===== src/uic_defs.vh =====
`ifndef UIC_DEFS_VH
`define UIC_DEFS_VH

// ****************************************************************
// Register byte addresses
// ****************************************************************
`define UIC_ADDR_DATA 8'h00
`define UIC_ADDR_IEN 8'h04
`define UIC_ADDR_ISTAT 8'h08
`define UIC_ADDR_LSTAT 8'h14
`define UIC_ADDR_MSTAT 8'h18

// ****************************************************************
// Field positions
// ****************************************************************
`define UIC_IEN_RECEIVE_READY_PIN_N 0
`define UIC_IEN_TRANSMIT_READY_PIN_N 1
`define UIC_IEN_LSTAT 2
`define UIC_IEN_MSTAT 3
`define UIC_IEN_SLEEP 4
`define UIC_IEN_XOFF 5
`define UIC_IEN_RTS 6
`define UIC_IEN_CTS 7
`define UIC_FC_EN 0
`define UIC_FC_RXRST 1
`define UIC_FC_TXRST 2
`define UIC_FC_DMA 3

// ****************************************************************
// Reset values
// ****************************************************************
`define UIC_IEN_RST 8'h00
`define UIC_TRIG_RST 2'h0

// ****************************************************************
// Interrupt status codes, bits 5..0
// ****************************************************************
`define UIC_IS_LSTAT 6'h06
`define UIC_IS_TMO 6'h0C
`define UIC_IS_RECEIVE_READY_PIN_N 6'h04
`define UIC_IS_TRANSMIT_READY_PIN_N 6'h02
`define UIC_IS_MSTAT 6'h00
`define UIC_IS_XOFF 6'h10
`define UIC_IS_FLOW 6'h20
`define UIC_IS_NONE 6'h01

// ****************************************************************
// FIFO levels and timing
// ****************************************************************
`define UIC_TX_TRIG0 6'h10
`define UIC_TX_TRIG1 6'h08
`define UIC_TX_TRIG2 6'h18
`define UIC_TX_TRIG3 6'h1E
`define UIC_RX_TRIG0 6'h08
`define UIC_RX_TRIG1 6'h10
`define UIC_RX_TRIG2 6'h18
`define UIC_RX_TRIG3 6'h1C
`define UIC_FIFO_DEPTH 6'h20
`define UIC_TMO_CHARS 8'h04
`define UIC_TMO_BITS 8'h0C

`endif


===== src/uic_ctrl.v =====
`timescale 1ns/10ps
// Contract
// (RL1) FIFOs on and enables 0-3 clear gives polled mode through line status only.
// (RL2) Line status: data, overrun, head errors, holding empty, all empty, any error.
// (RL3) Receive ready: holding full without FIFO, trigger reached with FIFO.
// (RL4) Transmit ready on empty or below trigger; enabling while empty fires.
// (RL5) Overrun interrupts at arrival; parity/framing/break when the char reaches the head.
// (RL6) Modem status interrupt when any of the four change bits is set.
// (RL7) Upper four enables act only with enhanced enable; all reset to zero.
// (RL8) Flow pin interrupts on rising request or clear-to-send under auto flow.
// (RL9) Time-out after four chars plus twelve bits with data; receive read clears.
// (RL10) Status bits 5..0 encode the pending source by fixed priority.
// (RL11) Status shows only the highest pending source; others stay queued.
// (RL12) Status bit 0 is 0 while pending, 1 when idle and at reset.
// (RL13) Clears: line status read, level drop, status read or write, modem read.
// (RL14) Xoff clears on status read or Xon; special on read or next char.
// (RL15) Status bits 4 and 5 only with enhanced enable.
// (RL16) Status bits 7:6 read 11 with FIFOs on, 00 with them off.
// (RL17) FIFO control writes with bit 0 clear ignore the other bits.
// (RL18) Receive FIFO reset pulse, self clearing, only with FIFOs on.
// (RL19) Transmit FIFO reset pulse, self clearing, only with FIFOs on.
// (RL20) Bit 3 selects normal or DMA behaviour of the ready pins.
// (RL21) Transmit trigger 16/8/24/30, written only with enhanced enable.
// (RL22) Receive trigger 8/16/24/28; receive interrupt at that level.
// (RL23) Data ready sets on a char entering the FIFO, clears when empty.
// (RL24) Disabled sources never reach the status code or the interrupt.
`include "uic_defs.vh"

module uic_ctrl (
   // Clock and reset
   input wire sys_clk,
   input wire nrst,
   input wire clk_en,
   // APB slave
   input wire psel,
   input wire penable,
   input wire pwrite,
   input wire [7:0] paddr,
   input wire [31:0] pwdata,
   output wire pready,
   output reg [31:0] prdata,
   output reg pslverr,
   // Receive side
   input wire [7:0] rx_data,
   input wire [5:0] rx_count,
   input wire rx_char_loaded,
   input wire rx_overrun,
   input wire [2:0] rx_head_err,
   input wire rx_any_err,
   input wire bit_tick,
   input wire [3:0] frame_bits,
   output reg rx_pop,
   output reg rx_fifo_reset,
   // Transmit side
   input wire [5:0] tx_count,
   input wire tx_shift_empty,
   output reg tx_push,
   output reg [7:0] tx_data,
   output reg tx_fifo_reset,
   // Modem and flow control
   input wire [7:0] modem_status,
   input wire enhanced_en,
   input wire auto_rts_en,
   input wire auto_cts_en,
   input wire rts_rise,
   input wire cts_rise,
   input wire xoff_det,
   input wire xon_det,
   input wire special_det,
   output reg modem_status_rd,
   // Mode outputs and pins
   output reg fifo_en,
   output reg dma_mode,
   output reg sleep_en,
   output reg [5:0] rx_trig_level,
   output reg [5:0] tx_trig_level,
   output reg receive_ready_pin_n,
   output reg transmit_ready_pin_n,
   output reg irq
);

   // ****************************************************************
   // Bus decode
   // ****************************************************************
   wire setup = psel & ~penable & clk_en;
   wire acc = psel & penable & clk_en;
   wire wr = acc & pwrite;
   wire rd = acc & ~pwrite;
   wire hit_data = (paddr == `UIC_ADDR_DATA);
   wire hit_ien = (paddr == `UIC_ADDR_IEN);
   wire hit_istat = (paddr == `UIC_ADDR_ISTAT);
   wire hit_lstat = (paddr == `UIC_ADDR_LSTAT);
   wire hit_mstat = (paddr == `UIC_ADDR_MSTAT);
   wire mapped = hit_data | hit_ien | hit_istat | hit_lstat | hit_mstat;

   // Every access completes in one access cycle; frozen clock stalls it
   assign pready = clk_en;

   wire rd_data = rd & hit_data;
   wire rd_istat = rd & hit_istat;
   wire rd_lstat = rd & hit_lstat;
   wire rd_mstat = rd & hit_mstat;
   wire wr_data = wr & hit_data;
   wire wr_fc = wr & hit_istat;

   // ****************************************************************
   // Control registers
   // ****************************************************************
   reg [7:0] ien_q;
   reg [1:0] rx_sel_q;
   reg [1:0] tx_sel_q;

   // Upper enables are masked, not cleared, so they reappear with enhanced mode
   wire [7:0] ien_eff = {ien_q[7:4] & {4{enhanced_en}}, ien_q[3:0]}; // RL7

   always @(posedge sys_clk or negedge nrst) begin
      if (!nrst) begin
         ien_q <= `UIC_IEN_RST; // RL7
         fifo_en <= 1'b0;
         dma_mode <= 1'b0;
         rx_sel_q <= `UIC_TRIG_RST;
         tx_sel_q <= `UIC_TRIG_RST;
         rx_fifo_reset <= 1'b0;
         tx_fifo_reset <= 1'b0;
         tx_push <= 1'b0;
         tx_data <= 8'h00;
         rx_pop <= 1'b0;
         modem_status_rd <= 1'b0;
      end else if (clk_en) begin
         rx_fifo_reset <= 1'b0; // RL18
         tx_fifo_reset <= 1'b0; // RL19
         tx_push <= wr_data;
         rx_pop <= rd_data;
         modem_status_rd <= rd_mstat;
         if (wr_data) begin
            tx_data <= pwdata[7:0];
         end
         if (wr & hit_ien) begin
            ien_q <= pwdata[7:0];
         end
         if (wr_fc) begin
            fifo_en <= pwdata[`UIC_FC_EN];
            if (pwdata[`UIC_FC_EN]) begin // RL17
               rx_fifo_reset <= pwdata[`UIC_FC_RXRST]; // RL18
               tx_fifo_reset <= pwdata[`UIC_FC_TXRST]; // RL19
               dma_mode <= pwdata[`UIC_FC_DMA]; // RL20
               rx_sel_q <= pwdata[7:6]; // RL22
               if (enhanced_en) begin
                  tx_sel_q <= pwdata[5:4]; // RL21
               end
            end
         end
      end
   end

   always @* begin
      sleep_en = ien_eff[`UIC_IEN_SLEEP];
      case (rx_sel_q) // RL22
         2'b00: rx_trig_level = `UIC_RX_TRIG0;
         2'b01: rx_trig_level = `UIC_RX_TRIG1;
         2'b10: rx_trig_level = `UIC_RX_TRIG2;
         default: rx_trig_level = `UIC_RX_TRIG3;
      endcase
      case (tx_sel_q) // RL21
         2'b00: tx_trig_level = `UIC_TX_TRIG0;
         2'b01: tx_trig_level = `UIC_TX_TRIG1;
         2'b10: tx_trig_level = `UIC_TX_TRIG2;
         default: tx_trig_level = `UIC_TX_TRIG3;
      endcase
   end

   // ****************************************************************
   // Line status
   // ****************************************************************
   reg ovr_q;
   reg [2:0] err_q;
   wire [7:0] lstat;

   assign lstat = {rx_any_err, (tx_count == 6'h00) & tx_shift_empty, tx_count == 6'h00,
                   err_q, ovr_q, rx_count != 6'h00}; // RL2 RL23

   // Set wins over the read that clears, so an error in that cycle is kept
   always @(posedge sys_clk or negedge nrst) begin
      if (!nrst) begin
         ovr_q <= 1'b0;
         err_q <= 3'h0;
      end else if (clk_en) begin
         ovr_q <= rx_overrun | (ovr_q & ~rd_lstat); // RL5
         err_q <= rx_head_err | (err_q & {3{~rd_lstat}}); // RL5 RL13
      end
   end

   // ****************************************************************
   // Receive time-out
   // ****************************************************************
   reg [7:0] tmo_cnt_q;
   reg tmo_q;
   wire [7:0] tmo_limit = {frame_bits, 2'b00} + `UIC_TMO_BITS; // RL9
   wire tmo_restart = rx_char_loaded | rx_pop | (rx_count == 6'h00) | ~fifo_en;

   always @(posedge sys_clk or negedge nrst) begin
      if (!nrst) begin
         tmo_cnt_q <= 8'h00;
         tmo_q <= 1'b0;
      end else if (clk_en) begin
         if (tmo_restart) begin
            tmo_cnt_q <= 8'h00;
         end else if (bit_tick && tmo_cnt_q != tmo_limit) begin
            tmo_cnt_q <= tmo_cnt_q + 8'h01;
         end
         if (!tmo_restart && bit_tick && tmo_cnt_q + 8'h01 == tmo_limit) begin
            tmo_q <= 1'b1; // RL9
         end else if (rd_data) begin
            tmo_q <= 1'b0; // RL9
         end
      end
   end

   // ****************************************************************
   // Transmit ready
   // ****************************************************************
   reg txr_q;
   reg [5:0] tx_prev_q;
   reg tx_over_q;
   reg ien_tx_prev_q;
   wire tx_below = fifo_en & (tx_prev_q >= tx_trig_level) & (tx_count < tx_trig_level);
   wire tx_empty_edge = (tx_prev_q != 6'h00) & (tx_count == 6'h00);
   wire tx_set = tx_below | (tx_empty_edge & (~fifo_en | ~tx_over_q)) |
                 (ien_eff[`UIC_IEN_TRANSMIT_READY_PIN_N] & ~ien_tx_prev_q & (tx_count == 6'h00)); // RL4 RL21
   wire [5:0] isr_code;

   always @(posedge sys_clk or negedge nrst) begin
      if (!nrst) begin
         txr_q <= 1'b0;
         tx_prev_q <= 6'h00;
         tx_over_q <= 1'b0;
         ien_tx_prev_q <= 1'b0;
      end else if (clk_en) begin
         tx_prev_q <= tx_count;
         ien_tx_prev_q <= ien_eff[`UIC_IEN_TRANSMIT_READY_PIN_N];
         if (tx_count > tx_trig_level) begin
            tx_over_q <= 1'b1;
         end else if (tx_count == 6'h00) begin
            tx_over_q <= 1'b0;
         end
         if (tx_set) begin
            txr_q <= 1'b1;
         end else if (wr_data || (rd_istat && isr_code == `UIC_IS_TRANSMIT_READY_PIN_N)) begin
            txr_q <= 1'b0; // RL13
         end
      end
   end

   // ****************************************************************
   // Xoff / special character and flow pin events
   // ****************************************************************
   reg xs_q;
   reg xs_special_q;
   reg fp_q;
   wire fp_set = (rts_rise & auto_rts_en & ien_eff[`UIC_IEN_RTS]) |
                 (cts_rise & auto_cts_en & ien_eff[`UIC_IEN_CTS]); // RL8

   always @(posedge sys_clk or negedge nrst) begin
      if (!nrst) begin
         xs_q <= 1'b0;
         xs_special_q <= 1'b0;
         fp_q <= 1'b0;
      end else if (clk_en) begin
         if (xoff_det | special_det) begin
            xs_q <= 1'b1;
            xs_special_q <= special_det;
         end else if ((rd_istat && isr_code == `UIC_IS_XOFF) || (xon_det && !xs_special_q) ||
                      (rx_char_loaded && xs_special_q)) begin
            xs_q <= 1'b0; // RL14
         end
         if (fp_set) begin
            fp_q <= 1'b1;
         end else if (rd_mstat) begin
            fp_q <= 1'b0; // RL13
         end
      end
   end

   // ****************************************************************
   // Interrupt sources and priority
   // ****************************************************************
   wire src_ls = ien_eff[`UIC_IEN_LSTAT] & (ovr_q | (err_q != 3'h0)); // RL5 RL24
   wire src_tmo = ien_eff[`UIC_IEN_RECEIVE_READY_PIN_N] & tmo_q; // RL9 RL24
   wire src_rx = ien_eff[`UIC_IEN_RECEIVE_READY_PIN_N] &
                 (fifo_en ? (rx_count >= rx_trig_level) : (rx_count != 6'h00)); // RL3 RL13
   wire src_tx = ien_eff[`UIC_IEN_TRANSMIT_READY_PIN_N] & txr_q; // RL4 RL24
   wire src_ms = ien_eff[`UIC_IEN_MSTAT] & (modem_status[3:0] != 4'h0); // RL6
   wire src_xs = ien_eff[`UIC_IEN_XOFF] & xs_q; // RL15 RL24
   wire src_fp = enhanced_en & fp_q & (ien_eff[`UIC_IEN_RTS] | ien_eff[`UIC_IEN_CTS]); // RL15 RL24
   wire [6:0] src = {src_fp, src_xs, src_ms, src_tx, src_rx, src_tmo, src_ls};

   // Lower sources stay asserted underneath until the higher one is serviced
   assign isr_code = src[0] ? `UIC_IS_LSTAT :
                     src[1] ? `UIC_IS_TMO :
                     src[2] ? `UIC_IS_RECEIVE_READY_PIN_N :
                     src[3] ? `UIC_IS_TRANSMIT_READY_PIN_N :
                     src[4] ? `UIC_IS_MSTAT :
                     src[5] ? `UIC_IS_XOFF :
                     src[6] ? `UIC_IS_FLOW : `UIC_IS_NONE; // RL10 RL11 RL12

   // ****************************************************************
   // Read data, ready pins and interrupt line
   // ****************************************************************
   reg [7:0] rd_mux;

   always @* begin
      case (1'b1)
         hit_data: rd_mux = rx_data;
         hit_ien: rd_mux = ien_q;
         hit_istat: rd_mux = {fifo_en, fifo_en, isr_code}; // RL16
         hit_lstat: rd_mux = lstat; // RL1
         hit_mstat: rd_mux = modem_status;
         default: rd_mux = 8'h00;
      endcase
   end

   // Read data is sampled in the setup cycle, so it is stable for the access
   always @(posedge sys_clk or negedge nrst) begin
      if (!nrst) begin
         prdata <= 32'h0000_0000;
         pslverr <= 1'b0;
         receive_ready_pin_n <= 1'b1;
         transmit_ready_pin_n <= 1'b1;
         irq <= 1'b0;
      end else if (clk_en) begin
         if (setup) begin
            prdata <= {24'h00_0000, pwrite ? 8'h00 : rd_mux};
            pslverr <= ~mapped;
         end
         irq <= (src != 7'h00); // RL24
         if (dma_mode && fifo_en) begin
            receive_ready_pin_n <= ~((rx_count >= rx_trig_level) | tmo_q); // RL20
            transmit_ready_pin_n <= ~(tx_count < `UIC_FIFO_DEPTH); // RL20
         end else begin
            receive_ready_pin_n <= ~(rx_count != 6'h00);
            transmit_ready_pin_n <= ~(tx_count == 6'h00);
         end
      end
   end

endmodule


===== config.mk =====
export PLATFORM = sky130hd
export DESIGN_NAME = uic_ctrl
export DESIGN_NICKNAME = d
export VERILOG_FILES = /design/src/uic_ctrl.v
export VERILOG_INCLUDE_DIRS = /design/src /design/src/src
export SDC_FILE = /design/constraint.sdc
export NUM_CORES = 1
export LEC_CHECK = 0
export ABC_AREA = 1
export BUFFER_PORTS_ARGS = -buffer_cell sky130_fd_sc_hd__buf_2
export CAP_MARGIN = 20
export CORE_AREA = 2 2 105 148
export DETAILED_ROUTE_END_ITERATION = 10
export DIE_AREA = 0 0 107 150
export PLACE_DENSITY = 0.5
export SLEW_MARGIN = 20
export SYNTH_ARGS = -nofsm -noshare
export SYNTH_HDL_FRONTEND = slang
export SYNTH_SLANG_ARGS = --single-unit

===== constraint.sdc =====
create_clock -name sys_clk -period 2.3 [get_ports sys_clk]
set_clock_uncertainty 0.05 [all_clocks]
set_input_delay 0.115 -clock sys_clk [delete_from_list [all_inputs] [get_ports sys_clk]]
set_output_delay 0.115 -clock sys_clk [all_outputs]
set_load 0.02 [all_outputs]

==> reports/qor.yml <==
run_status:
  status: "complete, no violations"
placed_design:
  hpwl_um: 9400
  gp_congestion: 0.841
  io_buffers: 105
global_route:
  grt_max_degree: 52
  first_global_vias: 3738
  grt.met3_usage_pct: 2.83
  grt_overflow_total: 0
  grt_util_met1_pct: 18.5
  track_usage_pct: 14.9
  antenna_found_initial: 0
  met2_usage_pct: 26.0
  grt_first_pass_wirelength_um: 18700
  grt-busiest-layer: "met2"
sta:
  fmax_ghz: 0.494
  slew_headroom_pct: 66.7
  finalSetupViolations: 0
  drv_slew: 0
  timing.final.crit_share_pct: 88.1
  worstMarginPinSlew_ps: 495
  timing.final.hold_violations: 0
  fin_setup_tns_ps: 0
  grt_setup_unrepaired: "no"
  period_needed_ps: 2030
power:
  p_per_area_nw_per_um2: 580
  peakVddDrop_mv: 0.328
  p_leak_nw: 2.82
clock_network:
  cts_buffers: 9
  htreeDepth: 3
  clk_pin_slew_ps: 50
  cts_tree: "yes"
  clock-sinks: 64
  clock_path_buffers: 2
  post_cts_buffers: 0
  cts_root_buf: "clkbuf_16"
  worstSkewPairLatency_ps: 330
synth:
  yosys-top-cells-area: "dfrtp_1 (38%), nand2_1 (14%), inv_1 (6.8%), buf_4 (5.7%), ha_1 (4.6%)"
  yosysWarnings: 0
  yosysMostFrequentCell: "nand2_1"
  postSynthCellCount: 549
  async_reset_ff_share_pct: 100
  synth_area_um2: 4060
  syn_area_per_cell_um2: 7.40
  synth_common_cells: "nand2_1 (156), inv_1 (74), dfrtp_1 (62)"
  yosys.area.top_type: "dfrtp_1"
  synthDistinctLibCells: 43
  synthFlopType: "dfrtp_1"
  synth-seq-area-share_pct: 39.5
  yosysTopAreaCellShare_pct: 38.2
  synth-edff-count: 0
  ys_ff_latch: 64
cells_and_area:
  fill_cells: 1614
  antenna_cells: 0
  final_util_pct: 34.9
  final_nets: 780
  drive_gt1_share_pct: 21.7
  area_growth_pct: 26.9
drt:
  drc: 0
  drt_iter0_drc: 225
  via_per_inst: 4.47
  antenna_left: 0
  vias: 3882
  finalWirelength_um: 11800
  drt-pass1-iter-count: 5
  wl_per_cell_um: 13.6
worst_setup_path:
  cp.required_ps: 2450
  worst-path-max-fanout: 5
  worstSetupEndpointType: "register"
  reg2reg_setup_slack_ps: 270
  worst_setup_path_start_kind: "register"
  critPathKind: "reg2reg"
  cp.arrival_ps: 2170
run:
  maxCapViolCount: 0
floorplan:
  die_h_um: 150
  boundaryPins: 159
  start_util_pct: 27.5
  die_w_um: 107
  core_area_um2: 14800
  row_count: 53
  dieArea_um2: 16100
worst_hold_path:
  hold_path.class: "in2reg"
## cell usage in the layout, fill, tap and decap left out, drive strengths merged, types with 2 or more instances in the layout
master / instances
nand2: 159
buf: 111
inv: 76
dfrtp: 62
nor2: 50
o21ai: 45
conb: 29
nand3: 28
a21oi: 17
ha: 15
clkbuf: 11
nand4: 10
dlygate4sd3: 10
xor2: 9
nor3: 6
a22o: 5
o211ai: 4
o21bai: 4
clkinv: 3
o22ai: 2
xnor2: 2
o221ai: 2
o2111ai: 2
bufinv: 2
dfstp: 2
## worst max-delay path, stage by stage, from the launching register on
cell	delay, ps
dfrtp_1	420
nor2_1	160
ha_1	260
nand2_1	80
nand2_1	50
nand2_1	70
nand4_1	120
nand2_2	150
nand3_1	120
nor2_1	150
nand2_1	80
nand2_1	60
nand2_1	50
nand2_1	60
nand2_1	40
## logic make-up after synthesis
group           after synthesis  synth area share [%]
other cells                   1                0.0923
buf+inv                     115                  13.6
compound gates               87                  13.0
simple gates                256                  26.4
flops                        64                  39.5
xor+xnor                     11                  2.74
fa+ha+maj                    15                  4.62
## what timing repair did
item                       4_1_cts  5_1_grt
setup endpoints to repair        0        1
hold buffers                    10        0
hold endpoints to repair        22        0
resized for setup                0        2
## report_power, final
| part | switching, mW | internal, mW |
|---|---|---|
| clock network | 0.497 | 0.978 |
| logic | 0.219 | 0.120 |
| registers | 0.0188 | 1.16 |
## registers in the layout (all words and copies together) (netlist names), 2 cells and up
signal	flops
tx_prev_q	6
tx_sel_q	2
rx_sel_q	2
tmo_cnt_q	8
tx_data	8
prdata	8
err_q	3
ien_q	8
## layer usage
metal	wire, um	up-vias
li1	-	1948
met1	5200	1808
met2	6020	114
met3	424	12
met4	176	0
met5	0	-
## path summary, 6_finish.rpt
path / startpoint / end / depth (start not counted)
worst max-delay path: rx_sel_q[1] / xs_q / 14
worst max register to register: rx_sel_q[1] / xs_q / 14
worst min-delay path: tx_count[3] / tx_prev_q[3] / 3
max in group asynchronous: nrst / transmit_ready_pin_n / 3
min in group asynchronous: nrst / pslverr / 2
worst min register to register: prdata[7] / prdata[7] / 2
## layout make-up
type / count / area [um^2] / area share, %
multi-input cells: 398 / 2020 / 39.1
flip-flops and latches: 64 / 1600 / 31.1
repair buffers: 121 / 683 / 13.2
inverters: 77 / 289 / 5.61
clock buffers: 11 / 243 / 4.71
well taps: 192 / 240 / 4.66
clock inverters: 5 / 81.3 / 1.58
## through the flow
| stage | hold WS [ps] | setup slack (ps) | cell area [um^2] | std cells | total power, mW |
|---|---|---|---|---|---|
| 6_report | 11.6 | 275 | 5160 | 868 | 2.99 |
| 3_3_place_gp | -0.443 | 288 | 4730 | 842 | 1.52 |
| 2_1_floorplan | -231 | 503 | 4170 | 577 | 1.41 |
| 4_1_cts | 0.407 | 223 | 5150 | 868 | 3.03 |
| 5_1_grt | 27.1 | 2.24 | 5160 | 868 | 3.13 |
| 3_5_place_dp | 0.00386 | 240 | 4730 | 842 | 1.52 |
Power figures use the tool's default switching activity.
